**src/design/ldf_pkg.sv**
```systemverilog
// Package: constants, phases and state record of the LED dimming and fault control
package ldf_pkg;

    // ==========================================================
    // Register map (byte addresses, word aligned)
    localparam logic [3:0] LDF_OFS_CTRL   = 4'h0;
    localparam logic [3:0] LDF_OFS_STATUS = 4'h4;
    localparam logic [3:0] LDF_OFS_CHAN   = 4'h8;
    localparam logic [3:0] LDF_OFS_PULSE  = 4'hC;
    localparam int         LDF_CTRL_EN    = 0;
    localparam logic       LDF_CTRL_RST   = 1'b0;

    // ==========================================================
    // Channel count and pulse decision threshold
    localparam int         LDF_NCH        = 4;
    localparam logic [4:0] LDF_LONG_CYC   = 5'd24;

    // ==========================================================
    // Timing: figures as printed, cycle counts derived from 100 MHz
    localparam int LDF_CLK_MHZ      = 100;
    localparam int LDF_LOW_MS       = 38;
    localparam int LDF_SS_MS        = 100;
    localparam int LDF_DET_US_X10   = 7;
    localparam int LDF_LOW_CYC      = LDF_LOW_MS * 1000 * LDF_CLK_MHZ;
    localparam int LDF_SS_CYC       = LDF_SS_MS * 1000 * LDF_CLK_MHZ;
    localparam int LDF_DET_CYC      = LDF_DET_US_X10 * 100 * LDF_CLK_MHZ;
    localparam int LDF_CNT_W        = 24;

    // ==========================================================
    // Dither generator
    localparam logic [6:0] LDF_LFSR_SEED = 7'h01;

    // ==========================================================
    // Sequencing phases
    typedef enum logic [1:0] {
        LDF_OFF    = 2'b00,
        LDF_DETECT = 2'b01,
        LDF_SSTART = 2'b10,
        LDF_RUN    = 2'b11
    } ldf_phase_e;

    // Whole state of the control block
    typedef struct packed {
        ldf_phase_e             phase;
        logic                   pwm;
        logic [4:0]             on_cnt;
        logic [4:0]             last_cnt;
        logic                   fb_min;
        logic [LDF_CNT_W-1:0]   tmr;
        logic [LDF_CNT_W-1:0]   low_tmr;
        logic [LDF_NCH-1:0]     unused;
        logic [LDF_NCH-1:0]     open_ch;
        logic [LDF_NCH-1:0]     short_ch;
        logic                   open_flt;
        logic                   uv_flt;
        logic [6:0]             lfsr;
        logic [2:0]             trim;
        logic                   enable;
        logic                   ack;
        logic [31:0]            rdata;
    } ldf_state_s;

endpackage

```
**src/design/ldf_control.sv**
```systemverilog
// LED dimming, feedback selection, dither and fault control with Avalon-MM registers
//
// Overview of operation
// - Brightness input gates all four sinks.
// - Short on-pulse selects overvoltage-sense feedback.
// - Long on-pulse selects minimum-sink feedback.
// - After soft-start, overvoltage feedback until long pulse.
// - Long low brightness forces overvoltage feedback.
// - Dither frequency pseudorandomly 93 to 100 percent.
// - Dither always on unless externally synchronised.
// - Fault flag low on open, short, undervoltage, thermal.
// - Thermal and short faults release automatically.
// - Open and undervoltage faults latch until enable toggles.
// - Grounded sinks marked unused before soft-start, no fault.
// - After soft-start, open strings leave minimum detector.
// - Overvoltage stops switching, gate drive forced low.
// - Overvoltage removes sinks below 300mV from detector.
// - Open detection suppressed for short pulses.
// - Shorts evaluated at each brightness rising edge.
// - Shorted strings disconnected until found removed.
// - Threshold pin at regulator disables short detection.
// - Short detection suppressed for short pulses.
// - Minimum mode: dimmed off stops switching, holds compensation.
// - Overvoltage mode: amplifier connected, converter keeps switching.
//
// ==========================================================
// Register map
// 0x0 control, read and write:
//   bit 0 enable, low clears latched faults
// 0x4 status, read only:
//   bit 0 open-string fault latched
//   bit 1 undervoltage fault latched
//   bit 2 any string shorted
//   bit 3 thermal shutdown active
//   bit 4 minimum-sink feedback selected
//   bit 5 oscillator externally synchronised
//   bits 7:6 sequencing phase
// 0x8 channels, read only:
//   bits 3:0 unused, grounded at start
//   bits 7:4 open, out of the detector
//   bits 11:8 shorted, sink disconnected
// 0xC pulse, read only:
//   bits 4:0 last on-pulse tick count
// Other offsets read zero, writes ignored
//
// ==========================================================
// Bus timing
// Every request waits exactly one cycle
// Write lands at the edge with waitrequest low
// Read data registered in the waiting cycle
// Byte lane 0 qualifies the enable write
// Back to back requests each take two cycles
//
// ==========================================================
// Sequencing
// Off: waits for enable, shared timer cleared
// Detect: collects grounded sinks for DET_CYC
// Soft-start: until done input or SS_CYC
// Run: feedback, dimming and fault handling
// Enable low returns to off from any phase
//
// ==========================================================
// Limitations
// Pulse length counts oscillator ticks only
// A pulse of 24 ticks or more counts as long
// Open and short detection need a long last pulse
// Overvoltage removal acts on any pulse length
// Thermal flag follows its input directly
// Latched faults clear only with enable low or reset
//
// ==========================================================
// Hazards
// Brightness is taken as synchronous, no synchroniser
// Sink gating is combinational so sinks follow at once
// Gate drive drops in the same cycle as overvoltage
// Enable low outranks a fault arriving in that cycle
`timescale 1ns/10ps
module ldf_control
    import ldf_pkg::*;
#(
    parameter int LOW_CYC = LDF_LOW_CYC,
    parameter int SS_CYC  = LDF_SS_CYC,
    parameter int DET_CYC = LDF_DET_CYC
) (
    input  wire logic               mclk_in,
    input  wire logic               srst_in,
    // Avalon-MM slave
    input  wire logic [3:0]         avs_address_in,
    input  wire logic               avs_read_in,
    input  wire logic               avs_write_in,
    input  wire logic [31:0]        avs_writedata_in,
    input  wire logic [3:0]         avs_byteenable_in,
    output logic      [31:0]        avs_readdata_out,
    output logic                    avs_waitrequest_out,
    // Dimming and oscillator
    input  wire logic               brightness_pwm_in,
    input  wire logic               osc_tick_in,
    input  wire logic               ext_sync_in,
    // Analog status
    input  wire logic               softstart_done_in,
    input  wire logic               overvoltage_sense_in,
    input  wire logic               undervoltage_in,
    input  wire logic               thermal_in,
    input  wire logic               short_threshold_in,
    input  wire logic [LDF_NCH-1:0] led_return_ground_in,
    input  wire logic [LDF_NCH-1:0] sink_low_in,
    input  wire logic [LDF_NCH-1:0] sink_short_in,
    // Controls to analog
    output logic      [LDF_NCH-1:0] sink_enable_out,
    output logic      [LDF_NCH-1:0] min_detect_mask_out,
    output logic                    fb_min_sink_out,
    output logic                    converter_run_out,
    output logic                    gate_drive_out,
    output logic                    erramp_connect_out,
    output logic      [2:0]         freq_trim_out,
    output logic                    fault_flag_n_out,
    output logic                    fault_flag_n_oe_out
);

    // ==========================================================
    // Helpers
    localparam logic [LDF_CNT_W-1:0] LOW_LIM = LDF_CNT_W'(LOW_CYC);
    localparam logic [LDF_CNT_W-1:0] SS_LIM  = LDF_CNT_W'(SS_CYC);
    localparam logic [LDF_CNT_W-1:0] DET_LIM = LDF_CNT_W'(DET_CYC);

    // Word select from a byte address
    function automatic logic hit(input logic [3:0] addr, input logic [3:0] ofs);
        hit = (addr == ofs);
    endfunction

    ldf_state_s s_q;
    ldf_state_s s_d;

    logic                   pwm_rise;
    logic                   pwm_fall;
    logic                   detect_ok;
    logic                   short_any;
    logic                   ov_now;
    logic [LDF_NCH-1:0]     active_ch;
    logic [31:0]            status_w;
    logic [31:0]            chan_w;
    logic [31:0]            rd_mux;
    logic                   req;

    // ==========================================================
    // Derived terms
    assign pwm_rise  = brightness_pwm_in & ~s_q.pwm;
    assign pwm_fall  = ~brightness_pwm_in & s_q.pwm;
    assign detect_ok = s_q.fb_min;
    assign short_any = |s_q.short_ch;
    assign active_ch = ~s_q.unused & ~s_q.short_ch;
    assign ov_now    = overvoltage_sense_in & (s_q.phase == LDF_RUN);
    assign req       = avs_read_in | avs_write_in;

    // Status word, one field per line from the top
    assign status_w = {
        24'h0,
        s_q.phase,      // Bits 7:6
        ext_sync_in,    // Bit 5
        s_q.fb_min,     // Bit 4
        thermal_in,     // Bit 3
        short_any,      // Bit 2
        s_q.uv_flt,     // Bit 1
        s_q.open_flt    // Bit 0
    };

    // Channel word: shorted, open and unused nibbles
    assign chan_w   = {
        20'h0,
        s_q.short_ch,   // Bits 11:8
        s_q.open_ch,    // Bits 7:4
        s_q.unused      // Bits 3:0
    };

    // Read data selection
    always_comb begin
        rd_mux = 32'h0;
        if (hit(avs_address_in, LDF_OFS_CTRL)) begin
            rd_mux = {31'h0, s_q.enable};
        end else if (hit(avs_address_in, LDF_OFS_STATUS)) begin
            rd_mux = status_w;
        end else if (hit(avs_address_in, LDF_OFS_CHAN)) begin
            rd_mux = chan_w;
        end else if (hit(avs_address_in, LDF_OFS_PULSE)) begin
            rd_mux = {27'h0, s_q.last_cnt};
        end
    end

    // ==========================================================
    // Next state
    always_comb begin
        s_d     = s_q;
        s_d.pwm = brightness_pwm_in;

        // Bus: one wait cycle, then answer
        // Ack toggles so a held request sees wait, then done
        // Read data captured while waiting, stands next cycle
        s_d.ack = req & ~s_q.ack;
        if (req & ~s_q.ack) begin
            s_d.rdata = avs_read_in ? rd_mux : 32'h0;
        end
        if (avs_write_in & s_q.ack & avs_byteenable_in[0] & hit(avs_address_in, LDF_OFS_CTRL)) begin
            s_d.enable = avs_writedata_in[LDF_CTRL_EN];
        end


        // Count restarts on every rise; ticks before it ignored
        // Saturation keeps long pulses from wrapping to short
        // on-pulse cycle count, saturating
        if (pwm_rise) begin
            s_d.on_cnt = 5'd0;
        end else if (brightness_pwm_in & osc_tick_in & (s_q.on_cnt < LDF_LONG_CYC)) begin
            s_d.on_cnt = s_q.on_cnt + 5'd1;
        end


        // Decision only at the fall, so a pulse in flight
        // never flips the feedback source mid-pulse
        // decide feedback at the falling edge
        if (pwm_fall) begin
            s_d.last_cnt = s_q.on_cnt;
            s_d.fb_min   = (s_q.on_cnt >= LDF_LONG_CYC);
        end


        // Low timer saturates and then holds the override
        // long low time forces overvoltage feedback
        if (brightness_pwm_in) begin
            s_d.low_tmr = '0;
        end else if (s_q.low_tmr < LOW_LIM) begin
            s_d.low_tmr = s_q.low_tmr + 1'b1;
        end else begin
            s_d.fb_min = 1'b0;
        end


        // Trim steps once per oscillator cycle only
        // Generator keeps running under sync, output is zero
        // pseudorandom trim 0..7 percent below nominal
        if (osc_tick_in) begin
            s_d.lfsr = {s_q.lfsr[5:0], s_q.lfsr[6] ^ s_q.lfsr[5]};
            s_d.trim = ext_sync_in ? 3'd0 : s_q.lfsr[2:0];
        end


        // Sequencing: off, detect, soft-start, run
        // Shared timer is reused by detect and soft-start
        unique case (s_q.phase)
            LDF_OFF: begin
                s_d.tmr = '0;
                if (s_q.enable) begin
                    s_d.phase = LDF_DETECT;
                end
            end
            LDF_DETECT: begin
                // grounded sinks are unused, no fault
                s_d.unused = s_q.unused | led_return_ground_in;
                s_d.tmr    = s_q.tmr + 1'b1;
                if (s_q.tmr >= DET_LIM) begin
                    s_d.phase = LDF_SSTART;
                    s_d.tmr   = '0;
                end
            end
            LDF_SSTART: begin
                s_d.tmr = s_q.tmr + 1'b1;
                if (undervoltage_in) begin
                    s_d.uv_flt = 1'b1;
                end
                if (softstart_done_in | (s_q.tmr >= SS_LIM)) begin
                    s_d.phase  = LDF_RUN;
                    s_d.fb_min = 1'b0;
                end
            end
            LDF_RUN: begin
                if (undervoltage_in) begin
                    s_d.uv_flt = 1'b1;
                end
                // low sinks leave detector on overvoltage
                if (ov_now) begin
                    s_d.open_ch = s_q.open_ch | (sink_low_in & ~s_q.unused);
                end
                if (ov_now & detect_ok & brightness_pwm_in & |(sink_low_in & ~s_q.unused)) begin
                    s_d.open_flt = 1'b1;
                end
                if (pwm_rise) begin
                    if (detect_ok & ~short_threshold_in) begin
                        s_d.short_ch = sink_short_in & ~s_q.unused;
                    end else if (short_threshold_in) begin
                        s_d.short_ch = '0;
                    end
                end
            end
        endcase


        // Placed last so it overrides every phase above
        // enable low clears latches and restarts
        if (~s_q.enable) begin
            s_d.phase    = LDF_OFF;
            s_d.unused   = '0;
            s_d.open_ch  = '0;
            s_d.short_ch = '0;
            s_d.open_flt = 1'b0;
            s_d.uv_flt   = 1'b0;
            s_d.fb_min   = 1'b0;
        end
    end

    // State register
    always_ff @(posedge mclk_in) begin
        if (srst_in) begin
            s_q        <= '0;
            s_q.phase  <= LDF_OFF;
            s_q.lfsr   <= LDF_LFSR_SEED;
            s_q.enable <= LDF_CTRL_RST;
        end else begin
            s_q <= s_d;
        end
    end

    // ==========================================================
    // Outputs
    assign avs_waitrequest_out = req & ~s_q.ack;
    assign avs_readdata_out    = s_q.rdata;


    // Sinks stay off outside run, even with brightness high
    // sinks follow brightness while running
    assign sink_enable_out     = (brightness_pwm_in && s_q.phase == LDF_RUN) ? active_ch : '0;
    assign min_detect_mask_out = active_ch & ~s_q.open_ch;
    assign fb_min_sink_out     = s_q.fb_min;
    // amplifier held off only when dimmed in minimum mode
    assign erramp_connect_out  = ~s_q.fb_min | brightness_pwm_in;

    // Switching needs soft-start or run, no overvoltage,
    // no undervoltage latch and no thermal shutdown;
    // in minimum mode it also pauses while dimmed off
    // switching permission
    assign converter_run_out   = (s_q.phase[1]) & ~overvoltage_sense_in & ~s_q.uv_flt & ~thermal_in
                                 & (~s_q.fb_min | brightness_pwm_in);
    assign gate_drive_out      = converter_run_out;
    assign freq_trim_out       = s_q.trim;

    // Pin level is always low; the enable does the signalling
    // Latched and live causes are merged here
    // open-drain fault flag, low when driven
    assign fault_flag_n_out    = 1'b0;
    assign fault_flag_n_oe_out = s_q.open_flt | s_q.uv_flt | short_any | thermal_in;

endmodule

```
**config.mk**
```make
export PLATFORM = sky130hd
export DESIGN_NAME = ldf_control
export DESIGN_NICKNAME = d
export VERILOG_FILES = /design/src/design/ldf_pkg.sv /design/src/design/ldf_control.sv
export SDC_FILE = /design/constraint.sdc
export NUM_CORES = 1
export LEC_CHECK = 0
export BUFFER_PORTS_ARGS = -buffer_cell sky130_fd_sc_hd__buf_4
export CAP_MARGIN = 30
export CORE_MARGIN = 2
export CORE_UTILIZATION = 55
export CTS_CLUSTER_DIAMETER = 60
export DETAILED_ROUTE_END_ITERATION = 6
export PLACE_DENSITY = 0.87
export SYNTH_ARGS = -nofsm -noshare
export SYNTH_HDL_FRONTEND = slang
export SYNTH_SLANG_ARGS = --single-unit
```
**constraint.sdc**
```tcl
create_clock -name mclk_in -period 2.37 [get_ports mclk_in]
set_input_delay 0.3555 -clock mclk_in [delete_from_list [all_inputs] [get_ports mclk_in]]
set_output_delay 0.3555 -clock mclk_in [all_outputs]
set_load 0.01 [all_outputs]
```
* Word level (Yosys, flattened, before mapping)
Index checks and enable logic that the tools add are counted.
** Word-level totals
- Register bits :: 120
- Input bits :: 64
- Output and inout bits :: 50
- Logic and storage cells :: 110
** Operators by class
- Equal/unequal tests :: 8
- Muxes and demuxes :: 19
- Bitwise operators :: 42
- Order comparisons :: 5
- Add/sub/neg operators :: 3
- Reduce and logical (&&, ||, !) cells :: 16
** Operators by type and width (count)
- case mux 24 bit (3 select lines) :: 1
- adder 24 x 1 -> 24 bit, second input constant :: 2
- 2-to-1 mux 12 bit :: 3
- 2-to-1 mux 32 bit :: 1
- greater-or-equal comparator 24 x 17 -> 1 bit, second input constant :: 1
- greater-or-equal comparator 24 bit, second input constant :: 1
- < comparator 24 x 22 -> 1 bit, second input constant :: 1
- 2-to-1 mux 24 bit :: 1
- AND 1 bit :: 17
- AND 4 bit :: 4
- 2-to-1 mux 4 bit :: 3
- inverter 4 bit :: 3
- inverter 1 bit :: 9
- equality test 4 bit, second input constant :: 2
- OR 4 bit :: 2
- OR reduction 2 bit :: 4
- OR reduction 4 bit :: 2
- OR 1 bit :: 6
- case mux 2 bit (3 select lines) :: 1
- AND reduction 2 bit :: 3
- AND reduction 3 bit :: 2
- adder 5 x 1 -> 5 bit, second input constant :: 1
- greater-or-equal comparator 5 bit, second input constant :: 1
- < comparator 5 bit, second input constant :: 1
- other kinds (14) :: 21

* Logic depth before layout (Yosys ltp)
Gate-level depths: netlist of run 1.
- Depth in word-level cells :: 7
- Depth in mapped cells :: 9
- Gate-level depth less buffers :: 7

* Least setup slack after synthesis of run 1
Ideal clock, no wire load.
- Path kind :: reg2reg
- Start point :: register s_q[118] (netlist bit)
- End point :: register s_q[89] (netlist bit)
- Path slack :: 0.335 ns
- Period minus slack after synthesis :: 2.035 ns
- Data required time :: 2.282 ns
- Stages on the path, launching flop included :: 9
- Path buffers :: 2
- Setup time :: 0.088 ns
- Arrival time :: 1.947 ns
- Path through :: dfxtp_1 -> ha_1 -> nor4b_1 -> nand2_1 -> o32ai_2 -> buf_6 -> nand2_4 -> buf_6 -> o32ai_2
** Between the ends
- Word-level cells in the longest chain between the ends :: 2
- Elaborated cells on any way between the ends :: 5
- Classes of those cells :: eq/ne: 2; mux: 1; reduce/logical: 2
** RTL lines
- start, declared :: RTL line ldf_control.sv:131 : ldf_state_s s_q;
- equality test 2 bit, or another cell as far along :: RTL line ldf_control.sv:248 : unique case (s_q.phase)
- case mux 24 bit (3 select lines) or nonzero test 3 bit (tied branches)
Parallel ways exist; a longest one is shown, timed or not.
A chain may end at the register's enable or synchronous reset.

* Worst setup path in the final report of run 1
- Start point :: register s_q[118] (netlist bit)
- End point :: register s_q[96] (netlist bit)
The elaborated chain is that of the path after synthesis.

==> run metrics, run 1 <==
Routed WL=12400 µm; Tcrit/Tclk final=91.3%; Synth Flop Type=dfxtp_1; sequential share of the synthesized area=38.3%; Filler cells=776; Hold Path Class=in2reg; critical path's slowest cell=nor2_1; Buffers on Ports=58; gr usage total=24.4%; initial core utilization=56.6%; # DRC=0; Num CTS Buffers=9; Sw Share=24.4%; Design Power=3.00 mW; CORE AREA=9240 µm²; WL met1=5180 µm; clk sinks=100; layout cell share with drive strength beyond 1=15.8%; TNS Setup=0 ps; Critical Path End Type=flip-flop; Final setup viols=0; clk slew on worst S/H paths=100 ps; Top Metal Used=met4; synthesized area per cell=8.28 µm²; GP Congestion=0.912; Yosys reg bits=100; WP data arrival=2410 ps; TritonCTS clock tree=done; clock network power share=37.6%; grt ovf=0; dominant cell type by area after synthesis=dfxtp_1; fin. max-slew vios=0; multi-input logic area=2820 µm²; clock skew=19.2 ps; setup repair bufs after CTS=0; clk root buf=clkbuf_8; initial antenna violation count=0; Hold Buf Count CTS=0; Sw Pwr=732 µW; final hold violation count=0; sequential share of power=56.7%; Req. time, crit path=2610 ps; Seq. cell area=2000 µm²; maximum vdd drop=0.295 mV; hold_ws=230 ps; die width=101 µm; met2 wire len=6150 µm; Yosys top cell area share=38.3%; htree depth=3; met3 wire len=654 µm; synth cell count leaders=dfxtp_1, nor2_1, nand2_1, buf_4, a21oi_1; asr flop ratio synth=0%; nets=738; Placed Instance Area=5570 µm²; routed len/inst=15.5 µm; Detailed Route Iter0 Violations=393; Post-synth EDFFs=0; Max Freq=0.462 GHz; largest net degree at the start of global routing=27; Worst-Margin Slew=744 ps; Detailed Place HPWL=8600 µm; run status=finished clean; Critical Path Start Type=flip-flop; clk buf depth=2; Setup CP Type=reg2reg; vias in the first global route=4506; cells after synthesis=631; Synth area leaders=dfxtp_1, nor2_1, buf_4, a21oi_1, nand2_1; Internal=2.27 mW; Comb power frac=5.7%; DRT Pass-1 Iters=5; most frequent cell after synthesis=dfxtp_1; RSZ-0062 raised after global routing=false; PD cells=516 nW/µm²; site row count=35; final antenna-violating net count=0; relative slew slack=50.3%; crit path max fanout=16; Die H=101 µm; Crit path largest cell delay=520 ps; Die Footprint=10300 µm²; Mapped Area=5230 µm²; Pleak=2.04 nW; Cell Chain, Critical Path=buf_4 > ha_1 > nor2_1 > nand2_4 > o311ai_0; Tmin final=2160 ps; synth unique cells=67; n_diodes=0; Final Cell Area=5810 µm²; num ports=114; first-pass GRT wire length=20400 µm; Avg Vias per Cell=6.01; DR vias=4794; Clk Latency, worst-skew pair=370 ps; Max Cap Violations=0; fin util=62.9%; Yosys warnings=0; Syn-to-layout area delta=11.2%
[cell families after synthesis]
group                      share of synthesized area [%]
and+or+nand+nor                                     25.1
AOI/OAI and AO/OA                                   17.6
DFF                                                 38.3
buffers and inverters                               9.69
xor gates and xnor gates                            3.35
muxes                                               3.49
adders and majority gates                           2.39
other                                             0.0717
[critical path: cells and delay by family (launching register included)]
family | cells | cell delay [ps]
AOI/OAI and AO/OA | 1 | 380
adders and majority gates | 1 | 380
buffers and inverters | 1 | 160
DFF | 1 | 360
and+or+nand+nor | 2 | 760
[placed cells by master, fill, tap and decap left out, drive strengths merged, types with 7 or more instances in the layout]
| cell | count |
|---|---|
| dfxtp | 100 |
| nor2 | 79 |
| buf | 72 |
| nand2 | 48 |
| a21oi | 36 |
| inv | 25 |
| nand3 | 22 |
| nand4 | 21 |
| conb | 21 |
| nor3 | 18 |
| xnor2 | 18 |
| a31oi | 16 |
| mux2i | 16 |
| and3 | 14 |
| a211oi | 13 |
| o21ai | 13 |
| a22oi | 11 |
| nor2b | 10 |
| ha | 10 |
| clkbuf | 9 |
| o31ai | 7 |
[state kept, by name, summed over array words and instances (netlist names)]
| register | cells |
|---|---|
| freq_trim_out | 3 |
| s_q | 72 |
| fb_min_sink_out | 1 |
| chan_w | 12 |
| avs_readdata_out | 12 |
[layout make-up]
cell class	count	share of cell area, %
Multi-Input combinational cell	459	48.5
Clock buffer	9	2.13
Timing Repair Buffer	72	9.30
Tap cell	129	2.78
Sequential cell	100	34.4
Clock inverter	7	1.40
Inverter	22	1.42
[power by group through the flow]
| stage | clock network [mW] | registers (mW) | logic [mW] |
|---|---|---|---|
| 5_1_grt | 1.21 | 1.70 | 0.188 |
| 2_1_floorplan | 0 | 1.74 | 0.127 |
| 4_1_cts | 1.14 | 1.70 | 0.170 |
| 6_report | 1.13 | 1.70 | 0.171 |
| 3_3_place_gp | 0 | 1.74 | 0.164 |
| 3_5_place_dp | 0 | 1.74 | 0.169 |
[metrics by stage]
step / worst slack (ps) / instances
floorplan: 335 / 651
global placement: 197 / 781
detailed placement: 107 / 781
CTS: 10.8 / 797
global route: 38.5 / 798
finish: 205 / 798
[what timing repair did]
item                       CTS  global route
hold endpoints to repair     0             0
setup endpoints to repair    0            22
gates resized for setup      0             3
[final timing paths]
check | start | endpoint | slack [ps] | depth (start not counted)
worst min-delay path | led_return_ground_in[1] | chan_w[1]$_SDFFE_PP0P_ | 230 | 3
worst max register to register | s_q[118]$_SDFFE_PP0P_ | s_q[96]$_SDFFE_PP0P_ | 210 | 5
worst min register to register | freq_trim_out[1]$_SDFFE_PP0P_ | freq_trim_out[1]$_SDFFE_PP0P_ | 470 | 2
worst max-delay path | s_q[118]$_SDFFE_PP0P_ | s_q[96]$_SDFFE_PP0P_ | 210 | 5
[metal layers]
layer	vias to the layer above	GRT usage, %
met3	48	4.83
met5	-	0
met2	185	42.0
li1	2275	-
met4	0	9.77
met1	2286	30.1
Power figures use the tool's default switching activity.
==> inputs of run 2 (changes only) <==
- clock period: 2.37 -> 2.45 ns (I/O delays scaled with it)
==> run 2 against run 1 <==
Against the previous run: routed wire length fell by 1.6%; via count fell by 1.6%; largest power group unchanged; flip-flop and latch count did not move; critical endpoint is now s_q[94]$_SDFFE_PP0P_; global-route usage fell by 0.60 points; highest routed layer unchanged; clock skew fell by 6.2 ps.
==> run metrics, run 2 (same netlist as run 1, synthesis figures left out) <==
run status=finished clean; met2 wire len=6110 µm; clk slew on worst S/H paths=100 ps; grt ovf=0; first-pass GRT wire length=19900 µm; Largest Register=s_q; Hold Path Class=in2reg; layout cell share with drive strength beyond 1=16.0%; htree depth=3; crit path max fanout=5; reg-to-reg setup timing slack=180 ps; TritonCTS clock tree=done; initial antenna violation count=0; PD cells=484 nW/µm²; DRT Pass-1 Iters=5; worst r2r src=s_q[118]$_SDFFE_PP0P_; Worst-Margin Slew=755 ps; Crit path largest cell delay=460 ps; Final setup viols=0; Die Footprint=10300 µm²; critical path's slowest cell=or4b_1; die width=101 µm; Avg Vias per Cell=5.90; clock skew=13.0 ps; max reg flops=72; Buffers on Ports=58; Clk Latency, worst-skew pair=370 ps; Detailed Place HPWL=8600 µm; fin util=62.6%; Max Cap Violations=0; Routed WL=12200 µm; clk sinks=100; hold wc startpoint=led_return_ground_in[3]; WP data arrival=2570 ps; clk buf depth=2; Max Freq=0.440 GHz; Setup CP Type=reg2reg; Num CTS Buffers=9; most common cell after layout, fill and taps aside=dfxtp_1; Critical Path Start Type=flip-flop; Cell Chain, Critical Path=ha_1 > nor4b_1 > nand2_1 > o32ai_4 > or4b_1 > a31oi_1; Detailed Route Iter0 Violations=299; reg2reg end=s_q[94]$_SDFFE_PP0P_; nets=739; Finished Layout Cells=799; fin. max-slew vios=0; GP Congestion=0.927; n_diodes=0; Tcrit/Tclk final=92.7%; routed len/inst=15.2 µm; relative slew slack=49.6%; Critical Path End Type=flip-flop; gr usage total=23.8%; vias in the first global route=4423; commonest non-fill, non-tap cells in the layout=dfxtp_1, nor2_1, buf_4, nand2_1, a21oi_1; CORE AREA=9240 µm²; met3 wire len=683 µm; Tmin final=2270 ps; clk root buf=clkbuf_8; reg2reg path depth=6; site row count=35; worst hold endpoint=chan_w[3]$_SDFFE_PP0P_; Filler cells=755; # DRC=0; Req. time, crit path=2750 ps; WL met1=5160 µm; num ports=114; final antenna-violating net count=0; largest net degree at the start of global routing=26; maximum vdd drop=0.239 mV; Cell Count Post-Placement=783; WHS Path Cells=3; initial core utilization=56.6%; TNS Setup=0 ps; Die H=101 µm; DR vias=4717; final hold violation count=0; Pleak=2.04 nW; Syn-to-layout area delta=10.7%; Top Metal Used=met4
-- run 2: through the flow --
stage,hold WS [ps],setup WS (ps),total power [mW],cell area [µm²]
2_1_floorplan,430,415,1.80,5300
3_3_place_gp,444,260,1.84,5590
3_5_place_dp,462,138,1.84,5590
4_1_cts,220,107,2.82,5770
5_1_grt,226,-25.9,2.90,5790
6_report,228,178,2.80,5790
-- run 2: worst max path at each step --
stage                                      from                    to  slack, ps  cells past startpoint
after floorplan           s_q[118]$_SDFFE_PP0P_  s_q[89]$_SDFFE_PP0P_        420                      8
after global placement    s_q[118]$_SDFFE_PP0P_  s_q[94]$_SDFFE_PP0P_        260                      6
after detailed placement   s_q[64]$_SDFFE_PP0N_  s_q[72]$_SDFFE_PP0N_        140                      5
after CTS                  s_q[64]$_SDFFE_PP0N_  s_q[72]$_SDFFE_PP0N_        110                      5
after global routing      s_q[118]$_SDFFE_PP0P_  s_q[94]$_SDFFE_PP0P_        -30                      6
final                     s_q[118]$_SDFFE_PP0P_  s_q[94]$_SDFFE_PP0P_        180                      6
-- run 2: power by group --
| part | internal [mW] | switching (mW) |
|---|---|---|
| registers | 1.64 | 0.00846 |
| clock network | 0.387 | 0.607 |
| logic | 0.0665 | 0.0974 |
-- run 2: what timing repair did --
action	in CTS	in global routing
hold buffers	0	0
resized for setup	0	2
setup endpoints to repair	0	7
setup buffers	0	0
-- run 2: critical path, delay by kind of cell (launching register included) --
kind | cells | cell delay [ps]
flops | 1 | 420
fa+ha+maj | 1 | 210
compound gates | 2 | 580
simple gates | 3 | 990
-- run 2: layer usage --
layer	vias up	track usage, %
met2	176	42.3
met3	29	4.69
met1	2229	28.7
li1	2283	-
met4	0	8.42
met5	-	0
-- run 2: cell type report --
cell class | instances | area, µm² | area share (%)
Clock buffer | 9 | 124 | 2.14
Sequential cell | 100 | 2000 | 34.6
Tap cell | 129 | 161 | 2.79
Clock inverter | 7 | 58.8 | 1.02
Multi-Input combinational cell | 459 | 2810 | 48.6
Timing Repair Buffer | 73 | 548 | 9.47
Inverter | 22 | 82.6 | 1.43
==> inputs of run 3 (changes only) <==
- BUFFER_PORTS_ARGS: -buffer_cell sky130_fd_sc_hd__buf_4 -> not set
- DONT_BUFFER_PORTS: not set -> 1
- GPL_TIMING_DRIVEN: not set -> 0
- PLACE_DENSITY: 0.87 -> 0.76
- REMOVE_ABC_BUFFERS: not set -> 1
==> run 3 against run 2 <==
Against the previous run: register-to-register slack got worse by 70 ps; count of clock-buffer cells in the layout rose by 1; design area down 7.1%; clock power rose by 29%; setup slack got worse by 66 ps; first-iteration DRC count shrank 37%; non-clock buffer count decreased by 70; critical endpoint unchanged; largest cell class unchanged; largest power group unchanged.
==> run metrics, run 3 (same netlist as run 1, synthesis figures left out) <==
site row count=35; Seq. cell area=2000 µm²; GR peak layer=met2; Placed Instance Area=5090 µm²; Detailed Place HPWL=8150 µm; vias in the first global route=4124; TritonCTS clock tree=done; die width=101 µm; most common cell after layout, fill and taps aside=dfxtp_1; GRT met2 Usage=38.5%; initial core utilization=56.6%; Comb power frac=3.0%; Cell Chain, Critical Path=inv_2 > ha_2 > nor4b_4 > nand2_2 > o32ai_4 > buf_16 > or4b_1 > a31oi_1; Pleak=1.72 nW; PD cells=562 nW/µm²; commonest non-fill, non-tap cells in the layout=dfxtp_1, nor2_1, nand2_1, a21oi_1; grt ovf=0; Final Cell Area=5370 µm²; Final setup viols=0; Num CTS Buffers=9; critical path's slowest cell=or4b_1; # DRC=0; Die H=101 µm; clk slew on worst S/H paths=90 ps; Die Footprint=10300 µm²; WP data arrival=2640 ps; Max Freq=0.428 GHz; max reg flops=72; Sw Pwr=649 µW; fin util=58.1%; gr usage total=23.0%; Largest Register=s_q; Sw Share=21.5%; DRT Pass-1 Iters=4; Avg Vias per Cell=6.02; crit path max fanout=23; run status=finished clean; final antenna-violating net count=0; fin. max-slew vios=0; Max Cap Violations=0; first-pass GRT wire length=19100 µm; DR vias=4392; RSZ-0062 raised after global routing=true; GP Congestion=0.936; sequential share of power=54.5%; Critical Path Start Type=flip-flop; Buffers on Ports=0; Req. time, crit path=2760 ps; Critical Path End Type=flip-flop; Clk Latency, worst-skew pair=380 ps; Routed WL=11500 µm; Crit path largest cell delay=450 ps; Hold Path Class=in2reg; clk buf depth=2; multi-input logic area=2830 µm²; n_diodes=0; Detailed Route Iter0 Violations=187; Internal=2.37 mW; Tmin final=2340 ps; Place WS=-276 ps; initial antenna violation count=0; htree depth=3; relative slew slack=30.5%; largest net degree at the start of global routing=46; Syn-to-layout area delta=2.78%; GRT met3 Usage=6.69%; clock network power share=42.5%; Worst-Margin Slew=1040 ps; Filler cells=811; nets=669; Setup CP Type=reg2reg; Tcrit/Tclk final=95.5%; clock skew=8.45 ps; Hold Buf Count CTS=0; num ports=114; final hold violation count=0; fin worst setup slack=111 ps; met1 Track Usage GR=28.0%; routed len/inst=15.8 µm; clk root buf=clkbuf_8; maximum vdd drop=0.345 mV; layout cell share with drive strength beyond 1=7.17%; CORE AREA=9240 µm²; clk sinks=100
==> run 3: power by group through the flow <==
stage	Clock [mW]	Combinational (mW)	Sequential [mW]
final	1.28	0.0916	1.65
after global routing	1.37	0.102	1.65
after CTS	1.31	0.0905	1.65
after detailed placement	0	0.0900	1.68
after global placement	0	0.0881	1.68
after floorplan	0	0.0752	1.68
==> run 3: layout make-up <==
type	count	share of cell area (%)
clock inverters	6	2.07
multi-input cells	459	52.7
flip-flops and latches	100	37.3
repair buffers	3	0.792
clock buffers	10	2.56
inverters	22	1.54
well taps	129	3.00
==> run 3: per-stage QoR <==
| stage | setup TNS (ps) | std cells | hold slack, ps | total power, mW |
|---|---|---|---|---|
| floorplan | -5150 | 581 | 430 | 1.76 |
| global placement | -22110 | 710 | 443 | 1.77 |
| detailed placement | -1880 | 712 | 443 | 1.77 |
| CTS | 0 | 729 | 36.7 | 3.05 |
| global route | -55.1 | 729 | 28.9 | 3.12 |
| finish | 0 | 729 | 52.1 | 3.02 |
==> run 3: repair_timing <==
action                                 in CTS  in global routing
endpoints found under the hold margin       0                  0
buffers inserted                            1                  0
setup endpoints to repair                  17                  9
resized for setup                           2                  6
pin swaps                                   1                  1
==> run 3: critical path: cells and delay by family, from the launching register on <==
family          cells  cell delay (ps)
compound gates      2              530
fa+ha+maj           1              220
buf+inv             2              310
flops               1              390
simple gates        3              810
==> run 3: path summary, 6_finish.rpt <==
| kind | startpoint | end | slack, ps | cells after the start |
|---|---|---|---|---|
| setup reg to reg | s_q[119]$_SDFFE_PP0P_ | s_q[94]$_SDFFE_PP0P_ | 110 | 8 |
| setup / recovery | s_q[119]$_SDFFE_PP0P_ | s_q[94]$_SDFFE_PP0P_ | 110 | 8 |
| hold / removal | srst_in | s_q[94]$_SDFFE_PP0P_ | 50 | 1 |
| hold reg to reg | s_q[80]$_SDFFE_PP0N_ | s_q[80]$_SDFFE_PP0N_ | 490 | 1 |
==> run 3: per-layer routing <==
layer  share of wire, %  routed length (µm)
met1                 44                5010
met2                 48                5520
met3                6.5                 751
met4                1.8                 212
met5                  0                   0
